`config.mk`:
```
export PLATFORM = sky130hd
export DESIGN_NAME = tei_ctrl
export DESIGN_NICKNAME = d
export VERILOG_FILES = /design/src/core/tei_pkg.sv /design/src/core/tei_ext_if.sv /design/src/core/tei_ctrl.sv /design/src/core/tei_ext_sense.sv
export SDC_FILE = /design/constraint.sdc
export NUM_CORES = 1
export LEC_CHECK = 0
export BUFFER_PORTS_ARGS = -buffer_cell sky130_fd_sc_hd__clkbuf_2
export CAP_MARGIN = 5
export CORE_MARGIN = 5
export CORE_UTILIZATION = 25
export DETAILED_ROUTE_END_ITERATION = 12
export GPL_ROUTABILITY_DRIVEN = 0
export HOLD_SLACK_MARGIN = 0.06
export MAX_ROUTING_LAYER = met4
export PLACE_DENSITY = 0.53
export SYNTH_ARGS = -nofsm -noshare
export SYNTH_HDL_FRONTEND = slang
export SYNTH_SLANG_ARGS = --single-unit
```
`constraint.sdc`:
```
create_clock -name pclk -period 8.45 [get_ports pclk]
set_clock_uncertainty 0.2 [all_clocks]
set_input_delay 1.69 -clock pclk [delete_from_list [all_inputs] [get_ports pclk]]
set_output_delay 1.69 -clock pclk [all_outputs]
set_load 0.02 [all_outputs]
```
`src/core/tei_pkg.sv`:
```
// Purpose: Shared constants for the timer/external interrupt controller
// Assumes: 8-bit registers on a 32-bit APB word, one aligned word each
// Notes:   Register indices kept as printed; byte address is four times the index
package tei_pkg;
    localparam logic [7:0]  FLAGS_IDX        = 8'h38;
    localparam logic [7:0]  ENABLES_IDX      = 8'h39;
    localparam logic [7:0]  CONTROL_IDX      = 8'h3A;
    localparam logic [7:0]  CORE_STATUS_IDX  = 8'h3B;
    localparam logic [7:0]  EXT_CTRL_IDX     = 8'h3C;
    localparam logic [11:0] FLAGS_ADDR       = {2'h0, FLAGS_IDX, 2'h0};
    localparam logic [11:0] ENABLES_ADDR     = {2'h0, ENABLES_IDX, 2'h0};
    localparam logic [11:0] CONTROL_ADDR     = {2'h0, CONTROL_IDX, 2'h0};
    localparam logic [11:0] CORE_STATUS_ADDR = {2'h0, CORE_STATUS_IDX, 2'h0};
    localparam logic [11:0] EXT_CTRL_ADDR    = {2'h0, EXT_CTRL_IDX, 2'h0};
    localparam logic [7:0]  REG_RESET        = 8'h00;
    localparam logic [7:0]  TIMER_BIT_MASK   = 8'hFD;
    localparam int          T2_CMP_BIT       = 7;
    localparam int          T2_OVF_BIT       = 6;
    localparam int          T1_CAP_BIT       = 5;
    localparam int          T1_CMPA_BIT      = 4;
    localparam int          T1_CMPB_BIT      = 3;
    localparam int          T1_OVF_BIT       = 2;
    localparam int          T0_OVF_BIT       = 0;
    localparam int          GIE_BIT          = 7;
    localparam int          EXT0_EN_BIT      = 6;
    localparam int          EXT1_EN_BIT      = 7;
    localparam logic [7:0]  VEC_EXT0         = 8'h01;
    localparam logic [7:0]  VEC_EXT1         = 8'h02;
    localparam logic [7:0]  VEC_T2_CMP       = 8'h03;
    localparam logic [7:0]  VEC_T2_OVF       = 8'h04;
    localparam logic [7:0]  VEC_T1_CAP       = 8'h05;
    localparam logic [7:0]  VEC_T1_CMPA      = 8'h06;
    localparam logic [7:0]  VEC_T1_CMPB      = 8'h07;
    localparam logic [7:0]  VEC_T1_OVF       = 8'h08;
    localparam logic [7:0]  VEC_T0_OVF       = 8'h09;
    localparam logic [1:0]  SENSE_LOW        = 2'h0;
    localparam logic [1:0]  SENSE_RSVD       = 2'h1;
    localparam logic [1:0]  SENSE_FALL       = 2'h2;
    localparam logic [1:0]  SENSE_RISE       = 2'h3;
    localparam int          ENTRY_NS         = 40;
    localparam int          RETURN_NS        = 40;
    localparam int          CLK_PERIOD_NS    = 10;
    localparam logic [2:0]  ENTRY_CYCLES     = 3'((ENTRY_NS + CLK_PERIOD_NS - 1) / CLK_PERIOD_NS);
    localparam logic [2:0]  RETURN_CYCLES    = 3'((RETURN_NS + CLK_PERIOD_NS - 1) / CLK_PERIOD_NS);
    localparam logic [15:0] SP_STEP          = 16'h0002;
    localparam logic [15:0] SP_RESET         = 16'h0000;

    typedef enum logic [2:0]
    {
        ST_RUN    = 3'b000,
        ST_ENTRY  = 3'b001,
        ST_RETURN = 3'b010,
        ST_SHADOW = 3'b011
    } tei_state_type;
endpackage : tei_pkg

```
`src/core/tei_ext_if.sv`:
```
// Purpose: Carrier between the top and the external pin sense unit
// Assumes: One clock, pins already synchronised by the top
// Notes:   Request is a level for low-level sensing, sticky for edges
`timescale 1ns/1ps
interface tei_ext_if;
    logic       pin_sync;
    logic [1:0] sense;
    logic       vector_clear;
    logic       write_clear;
    logic       request;

    modport top
    (
        output pin_sync,
        output sense,
        output vector_clear,
        output write_clear,
        input  request
    );
    modport sense_unit
    (
        input  pin_sync,
        input  sense,
        input  vector_clear,
        input  write_clear,
        output request
    );
endinterface : tei_ext_if

```
`src/core/tei_ctrl.sv`:
```
// Purpose: Timer and external interrupt gating with entry/return sequencing
// Assumes: APB slave; timer events are one-cycle pulses on pclk
// Notes:   Core handshake abstracted to instr_boundary and return_from_irq_instr
//
// Summary of operation
// - Timer irq taken only when enable, global enable and flag are all set.
// - Timer-2 compare vectors to 003, timer-2 overflow to 004.
// - Timer-1 capture vectors to 005, timer-1 compare A to 006.
// - Timer-1 compare B to 007, timer-1 overflow 008, timer-0 overflow 009.
// - Timer-2 compare match sets flag bit 7.
// - Timer-2 overflow sets flag bit 6.
// - Capture into capture register sets flag bit 5.
// - Timer-1 compare A sets bit 4, compare B sets bit 3.
// - Timer-1 overflow, or up/down PWM leaving zero, sets bit 2.
// - Timer-0 overflow sets flag bit 0.
// - Vectoring clears the flag of the serviced source.
// - Writing one to a flag bit clears exactly that flag.
// - Bit 1 of enables and flags is reserved and reads zero.
// - External pins request even when configured as outputs.
// - Each external pin triggers on falling edge, rising edge or low level.
// - Low-level external request persists while the pin stays low.
// - Handler vector executes no sooner than four cycles after flag set.
// - Entry pushes two-byte program counter, stack pointer drops by two.
// - A multi-cycle instruction finishes before interrupt entry starts.
// - Return takes four cycles, pops counter, stack up two, sets global enable.
// - After return one main-program instruction runs before next interrupt.
// - Sense field: 00 low level, 10 falling, 11 rising, 01 reserved.
// - Accepting an interrupt clears the global enable bit.
//
// Chosen here: the APB register port.
`timescale 1ns/1ps
module tei_ctrl
    import tei_pkg::*;
(
    // Clock and reset
    input  wire logic        pclk,
    input  wire logic        presetn,
    // APB slave
    input  wire logic        psel,
    input  wire logic        penable,
    input  wire logic        pwrite,
    input  wire logic [11:0] paddr,
    input  wire logic [31:0] pwdata,
    output logic      [31:0] prdata,
    output logic             pready,
    output logic             pslverr,
    // Timer event pulses
    input  wire logic        t2_compare_evt,
    input  wire logic        t2_overflow_evt,
    input  wire logic        t1_capture_evt,
    input  wire logic        t1_compare_a_evt,
    input  wire logic        t1_compare_b_evt,
    input  wire logic        t1_overflow_evt,
    input  wire logic        t1_updown_leave_zero_evt,
    input  wire logic        t0_overflow_evt,
    // External pins
    input  wire logic        ext_irq_pin_zero,
    input  wire logic        ext_irq_pin_one,
    // Core sequencer side
    input  wire logic        instr_boundary,
    input  wire logic        return_from_irq_instr,
    input  wire logic [15:0] pc_current,
    output logic             irq_entry_busy,
    output logic             irq_return_busy,
    output logic             vector_valid,
    output logic      [7:0]  vector_addr,
    output logic      [15:0] stack_pointer,
    output logic      [15:0] pc_saved,
    output logic             global_irq_enable
);
    logic [7:0]    flags_reg;
    logic [7:0]    enables_reg;
    logic [7:0]    core_status_reg;
    logic [7:0]    core_control_reg;
    logic [7:0]    ext_ctrl_reg;
    logic [15:0]   sp_reg;
    logic [15:0]   pc_saved_reg;
    logic [2:0]    cnt_reg;
    logic [7:0]    vec_reg;
    logic          vec_valid_reg;
    logic [31:0]   prdata_reg;
    logic          pready_reg;
    logic          pslverr_reg;
    logic [1:0]    pin0_sync_reg;
    logic [1:0]    pin1_sync_reg;
    tei_state_type state_reg;
    tei_state_type state_next;

    logic [7:0]    flag_set;
    logic [7:0]    flag_wclr;
    logic [7:0]    flag_vclr;
    logic [7:0]    pending;
    logic          ext0_req;
    logic          ext1_req;
    logic          any_req;
    logic [7:0]    win_vec;
    logic [7:0]    win_mask;
    logic          ext0_vclr;
    logic          ext1_vclr;
    logic          wr;
    logic          take;

    tei_ext_if ext0 ();
    tei_ext_if ext1 ();

    // Pins leave the clock domain; two flops each before any use
    always_ff @(posedge pclk or negedge presetn)
    begin
        if (!presetn)
        begin
            pin0_sync_reg <= 2'h3;
            pin1_sync_reg <= 2'h3;
        end
        else
        begin
            pin0_sync_reg <= {pin0_sync_reg[0], ext_irq_pin_zero};
            pin1_sync_reg <= {pin1_sync_reg[0], ext_irq_pin_one};
        end
    end

    assign wr = psel & penable & pwrite;

    assign ext0.pin_sync     = pin0_sync_reg[1];
    assign ext0.sense        = core_control_reg[1:0];
    assign ext0.vector_clear = ext0_vclr;
    assign ext0.write_clear  = 1'b0;
    assign ext1.pin_sync     = pin1_sync_reg[1];
    assign ext1.sense        = core_control_reg[3:2];
    assign ext1.vector_clear = ext1_vclr;
    assign ext1.write_clear  = 1'b0;

    tei_ext_sense u_ext0
    (
        .pclk    (pclk),
        .presetn (presetn),
        .ext     (ext0.sense_unit)
    );
    tei_ext_sense u_ext1
    (
        .pclk    (pclk),
        .presetn (presetn),
        .ext     (ext1.sense_unit)
    );

    always_comb
    begin
        flag_set = 8'h00;
        flag_set[T2_CMP_BIT]  = t2_compare_evt;
        flag_set[T2_OVF_BIT]  = t2_overflow_evt;
        flag_set[T1_CAP_BIT]  = t1_capture_evt;
        flag_set[T1_CMPA_BIT] = t1_compare_a_evt;
        flag_set[T1_CMPB_BIT] = t1_compare_b_evt;
        flag_set[T1_OVF_BIT]  = t1_overflow_evt | t1_updown_leave_zero_evt;
        flag_set[T0_OVF_BIT]  = t0_overflow_evt;
    end

    assign flag_wclr = (wr && paddr == FLAGS_ADDR) ? pwdata[7:0] : 8'h00;
    assign pending   = flags_reg & enables_reg & TIMER_BIT_MASK;
    assign ext0_req  = ext0.request & ext_ctrl_reg[EXT0_EN_BIT];
    assign ext1_req  = ext1.request & ext_ctrl_reg[EXT1_EN_BIT];
    assign any_req   = core_status_reg[GIE_BIT] & (ext0_req | ext1_req | (|pending));

    // Fixed priority by vector address, lowest first
    always_comb
    begin
        win_vec  = 8'h00;
        win_mask = 8'h00;
        if (ext0_req)
            win_vec = VEC_EXT0;
        else if (ext1_req)
            win_vec = VEC_EXT1;
        else if (pending[T2_CMP_BIT])
        begin
            win_vec = VEC_T2_CMP;
            win_mask[T2_CMP_BIT] = 1'b1;
        end
        else if (pending[T2_OVF_BIT])
        begin
            win_vec = VEC_T2_OVF;
            win_mask[T2_OVF_BIT] = 1'b1;
        end
        else if (pending[T1_CAP_BIT])
        begin
            win_vec = VEC_T1_CAP;
            win_mask[T1_CAP_BIT] = 1'b1;
        end
        else if (pending[T1_CMPA_BIT])
        begin
            win_vec = VEC_T1_CMPA;
            win_mask[T1_CMPA_BIT] = 1'b1;
        end
        else if (pending[T1_CMPB_BIT])
        begin
            win_vec = VEC_T1_CMPB;
            win_mask[T1_CMPB_BIT] = 1'b1;
        end
        else if (pending[T1_OVF_BIT])
        begin
            win_vec = VEC_T1_OVF;
            win_mask[T1_OVF_BIT] = 1'b1;
        end
        else if (pending[T0_OVF_BIT])
        begin
            win_vec = VEC_T0_OVF;
            win_mask[T0_OVF_BIT] = 1'b1;
        end
    end

    // Winner latched at acceptance; flags may move during entry
    assign take      = (state_reg == ST_RUN) && instr_boundary && any_req;
    assign flag_vclr = (take) ? win_mask : 8'h00;
    assign ext0_vclr = take && (win_vec == VEC_EXT0);
    assign ext1_vclr = take && (win_vec == VEC_EXT1);

    always_comb
    begin
        state_next = state_reg;
        unique case (state_reg)
            ST_RUN:
                if (take)
                    state_next = ST_ENTRY;
                else if (instr_boundary && return_from_irq_instr)
                    state_next = ST_RETURN;
            ST_ENTRY:
                if (cnt_reg == ENTRY_CYCLES - 3'h1)
                    state_next = ST_RUN;
            ST_RETURN:
                if (cnt_reg == RETURN_CYCLES - 3'h1)
                    state_next = ST_SHADOW;
            ST_SHADOW:
                if (instr_boundary)
                    state_next = ST_RUN;
            default:
                state_next = ST_RUN;
        endcase
    end

    always_ff @(posedge pclk or negedge presetn)
    begin
        if (!presetn)
        begin
            state_reg       <= ST_RUN;
            irq_entry_busy  <= 1'b0;
            irq_return_busy <= 1'b0;
        end
        else
        begin
            state_reg       <= state_next;
            irq_entry_busy  <= (state_next == ST_ENTRY);
            irq_return_busy <= (state_next == ST_RETURN);
        end
    end

    always_ff @(posedge pclk or negedge presetn)
    begin
        if (!presetn)
            cnt_reg <= 3'h0;
        else if (state_next != state_reg)
            cnt_reg <= 3'h0;
        else if (state_reg == ST_ENTRY || state_reg == ST_RETURN)
            cnt_reg <= cnt_reg + 3'h1;
    end

    // Stack moves once per entry or return, counter saved at acceptance
    always_ff @(posedge pclk or negedge presetn)
    begin
        if (!presetn)
        begin
            sp_reg       <= SP_RESET;
            pc_saved_reg <= SP_RESET;
        end
        else if (take)
        begin
            sp_reg       <= sp_reg - SP_STEP;
            pc_saved_reg <= pc_current;
        end
        else if (state_reg == ST_RUN && instr_boundary && return_from_irq_instr)
            sp_reg <= sp_reg + SP_STEP;
    end

    always_ff @(posedge pclk or negedge presetn)
    begin
        if (!presetn)
        begin
            vec_reg       <= REG_RESET;
            vec_valid_reg <= 1'b0;
        end
        else
        begin
            if (take)
                vec_reg <= win_vec;
            vec_valid_reg <= (state_reg == ST_ENTRY) && (state_next == ST_RUN);
        end
    end

    // Hardware events beat software clears in the same cycle
    always_ff @(posedge pclk or negedge presetn)
    begin
        if (!presetn)
            flags_reg <= REG_RESET;
        else
            flags_reg <= (flag_set | (flags_reg & ~(flag_wclr | flag_vclr))) & TIMER_BIT_MASK;
    end

    always_ff @(posedge pclk or negedge presetn)
    begin
        if (!presetn)
            enables_reg <= REG_RESET;
        else if (wr && paddr == ENABLES_ADDR)
            enables_reg <= pwdata[7:0] & TIMER_BIT_MASK;
    end

    always_ff @(posedge pclk or negedge presetn)
    begin
        if (!presetn)
            core_status_reg <= REG_RESET;
        else if (take)
            core_status_reg[GIE_BIT] <= 1'b0;
        else if (state_reg == ST_RETURN && state_next == ST_SHADOW)
            core_status_reg[GIE_BIT] <= 1'b1;
        else if (wr && paddr == CORE_STATUS_ADDR)
            core_status_reg <= pwdata[7:0];
    end

    always_ff @(posedge pclk or negedge presetn)
    begin
        if (!presetn)
        begin
            core_control_reg <= REG_RESET;
            ext_ctrl_reg     <= REG_RESET;
        end
        else
        begin
            if (wr && paddr == CONTROL_ADDR)
                core_control_reg <= {1'b0, pwdata[6:0]};
            if (wr && paddr == EXT_CTRL_ADDR)
                ext_ctrl_reg <= {pwdata[7:6], 6'h00};
        end
    end

    // Zero-wait slave: ready in every access cycle, error on unmapped
    always_ff @(posedge pclk or negedge presetn)
    begin
        if (!presetn)
        begin
            prdata_reg  <= 32'h0000_0000;
            pready_reg  <= 1'b0;
            pslverr_reg <= 1'b0;
        end
        else
        begin
            pready_reg  <= psel & ~penable;
            pslverr_reg <= 1'b0;
            prdata_reg  <= 32'h0000_0000;
            if (psel && !penable)
            begin
                unique case (paddr)
                    FLAGS_ADDR:       prdata_reg <= {24'h000000, flags_reg};
                    ENABLES_ADDR:     prdata_reg <= {24'h000000, enables_reg};
                    CORE_STATUS_ADDR: prdata_reg <= {24'h000000, core_status_reg};
                    CONTROL_ADDR:     prdata_reg <= {24'h000000, core_control_reg};
                    EXT_CTRL_ADDR:    prdata_reg <= {24'h000000, ext_ctrl_reg};
                    default:          pslverr_reg <= 1'b1;
                endcase
            end
        end
    end

    assign prdata            = prdata_reg;
    assign pready            = pready_reg;
    assign pslverr           = pslverr_reg;
    assign vector_valid      = vec_valid_reg;
    assign vector_addr       = vec_reg;
    assign stack_pointer     = sp_reg;
    assign pc_saved          = pc_saved_reg;
    assign global_irq_enable = core_status_reg[GIE_BIT];
endmodule : tei_ctrl

```
`src/core/tei_ext_sense.sv`:
```
// Purpose: Edge or level detection for one external interrupt pin
// Assumes: Pin input is already two-flop synchronised
// Notes:   Pin driven as output still reaches here, giving a software interrupt
`timescale 1ns/1ps
module tei_ext_sense
    import tei_pkg::*;
(
    // Clock and reset
    input wire logic       pclk,
    input wire logic       presetn,
    // Link to top
    tei_ext_if.sense_unit  ext
);
    logic prev_reg;
    logic edge_flag_reg;
    logic edge_hit;

    always_ff @(posedge pclk or negedge presetn)
    begin
        if (!presetn)
            prev_reg <= 1'b1;
        else
            prev_reg <= ext.pin_sync;
    end

    always_comb
    begin
        edge_hit = 1'b0;
        unique case (ext.sense)
            SENSE_FALL: edge_hit = prev_reg & ~ext.pin_sync;
            SENSE_RISE: edge_hit = ~prev_reg & ext.pin_sync;
            SENSE_LOW:  edge_hit = 1'b0;
            SENSE_RSVD: edge_hit = 1'b0;
        endcase
    end

    // Set wins over clear so a fresh edge is never lost
    always_ff @(posedge pclk or negedge presetn)
    begin
        if (!presetn)
            edge_flag_reg <= 1'b0;
        else if (ext.sense == SENSE_LOW || ext.sense == SENSE_RSVD)
            edge_flag_reg <= 1'b0;
        else if (edge_hit)
            edge_flag_reg <= 1'b1;
        else if (ext.vector_clear || ext.write_clear)
            edge_flag_reg <= 1'b0;
    end

    // Level request holds only while the pin is low; no memory
    assign ext.request = (ext.sense == SENSE_LOW) ? ~ext.pin_sync : edge_flag_reg;
endmodule : tei_ext_sense

```
==> out/qor.json, run 1 <==
{
  "result_of_the_run": "finished, final reports clean",
  "final_cell_mix": "100 x clkbuf_2, 87 x dfrtp_1, 85 x nand2_1",
  "postSynth.asyncResetShare": 1.00,
  "core-area_um2": 19400,
  "placement_rows": 51,
  "drtAntennaViolNets": 0,
  "dr_total_vias": 3754,
  "final-setup-viol-count": 0,
  "largest_register_ffs": 16,
  "globalRouteOverflowTotal": 0,
  "synth.ff_latch_count": 93,
  "post_cts.repair.setup_buffers": 0,
  "overall_track_demand_over_capacity_in_global_routing": 0.115,
  "cp_num_buf_inv": 3,
  "powerDensity_nw_per_um2": 195,
  "synth_enable_flop_cells": 0,
  "max_freq_mhz": 202,
  "intPower_mw": 0.775,
  "clock_latency_ns": 0.35,
  "pre_cts_ws_ns": 3.10,
  "grt_pass1_vias": 3724,
  "area_growth_syn_to_layout_pct": 19.6,
  "final.setup.tns_ns": 0,
  "fp.dieArea_um2": 22500,
  "crit_path_cell_trace": "clkbuf_2, nor4b_4, nand2_2, a41o_1, buf_4, inv_4, ha_1, nor2b_1, o31a_1, o2111ai_1, a21oi_1, o21a_1, o31ai_1",
  "mostFrequentLayoutCell": "clkbuf_2",
  "startpoint_type": "primary input",
  "syn-mean-instance-area_um2": 10.2,
  "worstPathArrival_ns": 5.01,
  "rsz0062_at_grt": "no",
  "rrSetupSlack_ns": 4.33,
  "hold_path.class": "reg2reg",
  "power.switching_mw": 0.370,
  "num_antenna_cells": 0,
  "wl_per_cell_um": 14.4,
  "leakagePower_nw": 2.84,
  "fillers": 2079,
  "holdBufCountCts": 0,
  "final_max_slew_viol_count": 0,
  "drt_first_pass_iters": 4,
  "portBuffers": 101,
  "ys_dominant_reg_cell": "dfrtp_1",
  "cts.htree.levels": 3,
  "detailed_place_hpwl_um": 8970,
  "max_cap_viol_count": 0,
  "grt_start_max_net_pins": 66,
  "detail_route.drc_violations": 0,
  "via_per_inst": 4.41,
  "synth-seq-area-share": 0.477,
  "power.clock.fraction": 0.346,
  "critPathCaptureType": "register",
  "final.period_utilization": 0.586,
  "power.share.sequential": 0.444,
  "required_ns": 8.51,
  "power.share.switching": 0.323,
  "tritoncts": "built",
  "cp_top_family": "compound AO/OA/AOI/OAI gates",
  "cts-root-to-sink-buffers": 2,
  "clk_pin_slew_ns": 0.07,
  "finalWorstPathRequiredPeriod_ns": 4.95,
  "cpMaxStageDelayCell": "nor4b_4",
  "worst-path-max-fanout": 37,
  "start_util": 0.253,
  "final_hold_viol_count": 0,
  "worstSetupPathType": "in2reg",
  "detailedRoute.firstIterationViolations": 132,
  "synthCells": 479,
  "wire_length_of_the_first_global_routing_pass_um": 19700,
  "detailed_route_wl_um": 12200,
  "clock_sink_count": 93,
  "irDropWorstVdd_mv": 0.0970,
  "cts_inserted_buffers": 9,
  "worst_slack_ns": 3.50,
  "slew_headroom": 0.454,
  "number_of_antenna_violations_at_the_first_check_in_global_routing": 0,
  "part_of_the_power_in_combinational_logic": 0.210,
  "tightest_slew_ns": 0.819,
  "die_w_um": 150,
  "synthDistinctLibCells": 63,
  "post_cts_resized": 0,
  "syn_area_um2": 4900,
  "final_net_count": 674,
  "top_level_ports": 155,
  "clock-root-buffer": "clkbuf_16",
  "final_layout_size_suffix_gt1_frac": 0.292,
  "yosys_warnings": 0,
  "worst_path_largest_cell_delay_ns": 0.46,
  "dieHeight_um": 150
}
-- final cells by class --
class | instances | area [µm²] | share of cell area
Multi-Input combinational cell | 367 | 2360 | 0.402
Sequential cell | 93 | 2330 | 0.399
Timing Repair Buffer | 103 | 523 | 0.0893
Tap cell | 265 | 332 | 0.0566
Clock buffer | 10 | 229 | 0.0391
Clock inverter | 6 | 53.8 | 0.00918
Inverter | 7 | 28.8 | 0.00491
-- synthesized netlist by cell type, types with 4 or more instances --
library cell,count,area [µm²]
nand4_1,4,25.0
o21a_1,6,45.0
inv_1,6,22.5
nor2b_1,4,25.0
a211oi_1,7,52.6
nand3_1,6,30.0
buf_4,31,233
nand2_1,85,319
clkbuf_1,6,22.5
dfrtp_1,87,2180
a222oi_1,5,50.1
mux2_4,7,105
nor3_1,5,25.0
nor2_1,39,146
dfstp_2,6,158
a21o_1,9,67.6
xnor2_1,8,70.1
mux2_2,23,259
a22o_1,4,35.0
ha_1,15,188
and3_1,4,25.0
a21oi_1,24,120
o21ai_0,16,80.1
a22oi_1,4,30.0
a32oi_1,6,52.6
-- worst paths after layout --
| check | startpoint | endpoint | depth (start not counted) |
|---|---|---|---|
| max in group asynchronous | presetn | state_reg[2] | 2 |
| hold / removal | pin0_sync_reg[0] | pin0_sync_reg[1] | 0 |
| hold reg to reg | pin0_sync_reg[0] | pin0_sync_reg[1] | 0 |
| min in group asynchronous | presetn | stack_pointer[3] | 1 |
| setup / recovery | instr_boundary | stack_pointer[13] | 13 |
| setup reg to reg | state_reg[0] | stack_pointer[13] | 12 |
-- cell families (layout without fill, tap and decap cells) --
family                   Yosys count  count (layout)  share of synthesized area
flip-flops                        93              93                      0.477
XOR/XNOR                          11              11                     0.0197
adder cells (fa/ha/maj)           16              16                     0.0424
AO/OA/AOI/OAI                    108             108                      0.155
multiplexers                      32              32                     0.0784
buffers and inverters             48             126                     0.0646
AND/OR/NAND/NOR                  170             170                      0.163
other                              1              30                   0.000765
-- metal layers --
layer	vias up	GRT usage	part of all wire
li1	1857	-	-
met1	1786	0.149	0.46
met2	94	0.173	0.46
met3	17	0.0318	0.060
met4	0	0.0393	0.020
met5	-	-	0
-- metrics by stage --
stage | total power [mW] | instance area, µm² | std cells | hold WS (ns) | utilization
2_1_floorplan | 0.688 | 5010 | 508 | 0.145 | -
3_3_place_gp | 0.759 | 5580 | 835 | 0.147 | 0.287
6_report | 1.15 | 5860 | 851 | 0.158 | 0.302
3_5_place_dp | 0.760 | 5580 | 835 | 0.150 | 0.287
5_1_grt | 1.21 | 5860 | 851 | 0.163 | 0.302
4_1_cts | 1.16 | 5860 | 851 | 0.160 | 0.302
-- power by group through the flow --
stage               Sequential (mW)  Clock [mW]  Combinational, mW
floorplan                     0.544           0              0.144
global placement              0.517           0              0.242
detailed placement            0.517           0              0.243
CTS                           0.509       0.412              0.244
global route                  0.513       0.431              0.270
finish                        0.508       0.396              0.241
-- worst register-to-register path: cells and delay by family (launching register included) --
kind | cells | cell delay, ns
AO/OA/AOI/OAI | 6 | 1.41
buffers and inverters | 2 | 0.63
AND/OR/NAND/NOR | 3 | 0.90
flip-flops | 1 | 0.51
adder cells (fa/ha/maj) | 1 | 0.38
Note: power is estimated with default switching activity, not from simulation.
==> run 2: changes to the inputs <==
--- a/config.mk
+++ b/config.mk
@@ -5,6 +5,7 @@
 export SDC_FILE = /design/constraint.sdc
 export NUM_CORES = 1
 export LEC_CHECK = 0
+export ABC_AREA = 1
 export BUFFER_PORTS_ARGS = -buffer_cell sky130_fd_sc_hd__clkbuf_2
 export CAP_MARGIN = 5
 export CORE_MARGIN = 5
==> constraint.sdc (replaced) <==
create_clock -name pclk -period 4.8 [get_ports pclk]
set_clock_uncertainty 0.2 [all_clocks]
set_input_delay 0.96 -clock pclk [delete_from_list [all_inputs] [get_ports pclk]]
set_output_delay 0.96 -clock pclk [all_outputs]
set_load 0.02 [all_outputs]
==> run 2 against run 1 <==
  * Routed wire length up 2.8%
  * Via count up 9.8%
  * Die area up 4.0%
==> out/qor.json, run 2 <==
{
  "worstPathArrival": {"value": 3.31, "unit": "ns", "change": "-1.70 ns"},
  "leakagePower": {"value": 3.12, "unit": "nW", "change": "+9.7%"},
  "holdBufCountCts": {"value": 0, "change": "unchanged"},
  "final_core_utilization": {"value": 0.301, "change": "-0.00131"},
  "powerDensity": {"value": 302, "unit": "nW/µm²", "change": "+54%"},
  "yosys.area_share.adder": {"value": 0.0406, "change": "-0.00176"},
  "cts_inserted_buffers": {"value": 9, "change": "unchanged"},
  "dr_total_vias": {"value": 4123, "change": "+9.8%"},
  "largest_register_ffs": {"value": 16, "change": "unchanged"},
  "worst-path-max-fanout": {"value": 29, "change": "-22%"},
  "compound_cell_area_share_of_the_yosys_netlist": {"value": 0.140, "change": "-0.0150"},
  "syn_area": {"value": 5110, "unit": "µm²", "change": "+4.3%"},
  "synth.most_common_cell": "nand2_1",
  "detailedRoute.firstIterationViolations": {"value": 169, "change": "+28%"},
  "drt_first_pass_iters": {"value": 4, "change": "unchanged"},
  "area_growth_syn_to_layout_pct": 18.6,
  "final_cell_mix": "158 x nand2_1, 100 x clkbuf_2, 87 x dfrtp_1",
  "via_per_inst": {"value": 4.23, "change": "-4.0%"},
  "final_layout_size_suffix_gt1_frac": {"value": 0.254, "change": "-0.0375"},
  "rrSetupSlack": {"value": 1.53, "unit": "ns", "change": "-2.80 ns"},
  "globalRouteOverflowTotal": {"value": 0, "change": "unchanged"},
  "fillers": {"value": 2219, "change": "+6.7%"},
  "finalWorstPathRequiredPeriod_ns": 3.27,
  "final.setup.tns": {"value": 0, "unit": "ns", "change": "unchanged"},
  "ys_dominant_reg_cell": "dfrtp_1",
  "placed_cells": {"value": 958, "change": "+15%"},
  "num_antenna_cells": {"value": 0, "change": "unchanged"},
  "syn-mean-instance-area": {"value": 8.59, "unit": "µm²", "change": "-16%"},
  "total_power": {"value": 1.83, "unit": "mW", "change": "+60%"},
  "synth.top_cells.by_area": "dfrtp_1 43%, nand2_1 12%, buf_4 4.4%",
  "top_level_ports": {"value": 155, "change": "unchanged"},
  "drtAntennaViolNets": {"value": 0, "change": "unchanged"},
  "detailed_route_wl": {"value": 12600, "unit": "µm", "change": "+2.8%"},
  "cts.htree.levels": {"value": 3, "change": "unchanged"},
  "final.period_utilization": 0.681,
  "synth_top_family_by_area": "simple AND/OR/NAND/NOR gates",
  "synth-seq-area-share": {"value": 0.457, "change": "-0.0198"},
  "synthDistinctLibCells": {"value": 44, "change": "-30%"},
  "yosys_warnings": {"value": 0, "change": "unchanged"},
  "hold_path.class": "reg2reg",
  "rsz0062_at_grt": "no",
  "final_net_count": {"value": 792, "change": "+18%"},
  "synth_common_cells": "158 x nand2_1, 87 x dfrtp_1, 53 x inv_1",
  "cts-root-to-sink-buffers": {"value": 2, "change": "unchanged"},
  "start_util": {"value": 0.253, "change": "+0.000894"},
  "post_cts_resized": {"value": 0, "change": "unchanged"},
  "synthCells": {"value": 595, "change": "+24%"},
  "overall_track_demand_over_capacity_in_global_routing": {"value": 0.112, "change": "-0.00289"},
  "result_of_the_run": "finished, final reports clean",
  "grt_pass1_vias": {"value": 4053, "change": "+8.8%"},
  "critPathCaptureType": "register",
  "synthSimpleGateAreaFrac": {"value": 0.237, "change": "+0.0737"},
  "portBuffers": {"value": 101, "change": "unchanged"},
  "clock_latency": {"value": 0.35, "unit": "ns", "change": "about the same"},
  "core-area": {"value": 20200, "unit": "µm²", "change": "+4.0%"},
  "max_cap_viol_count": {"value": 0, "change": "unchanged"},
  "mostFrequentLayoutCell": "nand2_1",
  "dieHeight": {"value": 153, "unit": "µm", "change": "+2.0%"},
  "final_hold_viol_count": {"value": 0, "change": "unchanged"},
  "final-instance-count-excl-fill": {"value": 974, "change": "+14%"},
  "multi_input_area": {"value": 2330, "unit": "µm²", "change": "-1.1%"},
  "tightest_slew": {"value": 0.937, "unit": "ns", "change": "+0.118 ns"},
  "required": {"value": 4.84, "unit": "ns", "change": "-3.67 ns"},
  "placement_rows": {"value": 52, "change": "+2.0%"},
  "wl_per_cell": {"value": 12.9, "unit": "µm", "change": "-10%"},
  "startpoint_type": "register",
  "clock-root-buffer": "clkbuf_16",
  "yosysTopAreaCell": "dfrtp_1",
  "die_w": {"value": 153, "unit": "µm", "change": "+2.0%"},
  "placed_cell_area": {"value": 5760, "unit": "µm²", "change": "+3.3%"},
  "clock_sink_count": {"value": 93, "change": "unchanged"},
  "slew_headroom": {"value": 0.376, "change": "-0.0787"},
  "synth_xor_area_frac": {"value": 0.0171, "change": "-0.00253"},
  "seqCellArea": {"value": 2330, "unit": "µm²", "change": "unchanged"},
  "fp.dieArea": {"value": 23400, "unit": "µm²", "change": "+4.0%"},
  "synth_enable_flop_cells": {"value": 0, "change": "unchanged"},
  "irDropWorstVdd": {"value": 0.156, "unit": "mV", "change": "+61%"},
  "detailed_place_hpwl": {"value": 9390, "unit": "µm", "change": "+4.7%"},
  "detail_route.drc_violations": {"value": 0, "change": "unchanged"},
  "tritoncts": "built",
  "max_freq_mhz": 306,
  "grt_start_max_net_pins": {"value": 72, "change": "+9.1%"},
  "final-setup-viol-count": {"value": 0, "change": "unchanged"},
  "wire_length_of_the_first_global_routing_pass": {"value": 20900, "unit": "µm", "change": "+5.9%"},
  "finalInstanceArea": {"value": 6060, "unit": "µm²", "change": "+3.5%"},
  "number_of_antenna_violations_at_the_first_check_in_global_routing": {"value": 0, "change": "unchanged"},
  "post_cts.repair.setup_buffers": {"value": 0, "change": "unchanged"},
  "postSynth.asyncResetShare": {"value": 1.00, "change": "unchanged"},
  "worstSetupPathType": "reg2reg",
  "final_max_slew_viol_count": {"value": 0, "change": "unchanged"},
  "clk_pin_slew": {"value": 0.07, "unit": "ns", "change": "about the same"},
  "synth.area.mux_share": {"value": 0, "change": "-0.0784"},
  "synth.ff_latch_count": {"value": 93, "change": "unchanged"},
  "synth.top_cell.area_share": {"value": 0.426, "change": "-0.0185"}
}
==> run 2: changes by cell type in the layout (fill, tap and decap cells not counted), moves of 9 or more <==
cell,delta
nand2_1,+73
inv_1,+47
mux2_2,-23
o21ai_0,+23
nand3_1,+17
o21ai_2,+13
nand2_2,+9
o21bai_1,+9
==> run 2: final cells by class <==
cell class	count	area share
tap	270	0.0557
clock inverter	7	0.0132
inverter	61	0.0382
sequential	93	0.385
timing repair buffer	103	0.0862
clock buffer	9	0.0371
multi-input combinational	431	0.385
==> run 2: worst max-delay path, cell delays in order, from the launching register on <==
cell and delay (ns):
dfrtp_1 0.46, o21bai_1 0.19, nand3_2 0.15, nand3_2 0.14
nand3_4 0.07, inv_2 0.44, ha_1 0.38, a21oi_1 0.13
nand2_1 0.14, a21boi_0 0.38, o211ai_1 0.17, xor2_1 0.16
nand2_1 0.07, nand2_1 0.05
==> run 2: routing by layer <==
metal | share of wire | vias to the layer above | global-route usage
met5 | 0 | - | -
met3 | 0.044 | 11 | 0.0260
met4 | 0.0079 | 0 | 0.0216
met1 | 0.47 | 1925 | 0.146
met2 | 0.48 | 76 | 0.180
li1 | - | 2111 | -
==> run 2: logic make-up after synthesis <==
kind of cell    count (synthesis)
xor+xnor                       10
compound gates                110
simple gates                  265
buf+inv                       100
flops                          93
fa+ha+maj                      16
other cells                     1
==> run 2: through the flow <==
step	setup slack (ns)	hold WS, ns
after floorplan	1.71	0.145
after global placement	1.20	0.147
after detailed placement	1.15	0.149
after CTS	1.44	0.160
after global routing	1.17	0.164
final	1.53	0.159
==> run 2: worst paths after layout <==
| kind | start | end | cells past startpoint |
|---|---|---|---|
| worst max-delay path | core_control_reg[0] | stack_pointer[14] | 13 |
| worst min-delay path | pin0_sync_reg[0] | pin0_sync_reg[1] | 0 |
| worst max register to register | core_control_reg[0] | stack_pointer[14] | 13 |
| worst min register to register | pin0_sync_reg[0] | pin0_sync_reg[1] | 0 |
| max in group asynchronous | presetn | pin1_sync_reg[0] | 2 |
| min in group asynchronous | presetn | pc_saved[8] | 1 |
==> run 2: report_power, final <==
part | total, mW | switching [mW] | internal [mW]
Combinational | 0.254 | 0.172 | 0.0818
Clock | 0.726 | 0.355 | 0.371
Sequential | 0.848 | 0.0309 | 0.817
Total | 1.83 | 0.559 | 1.27
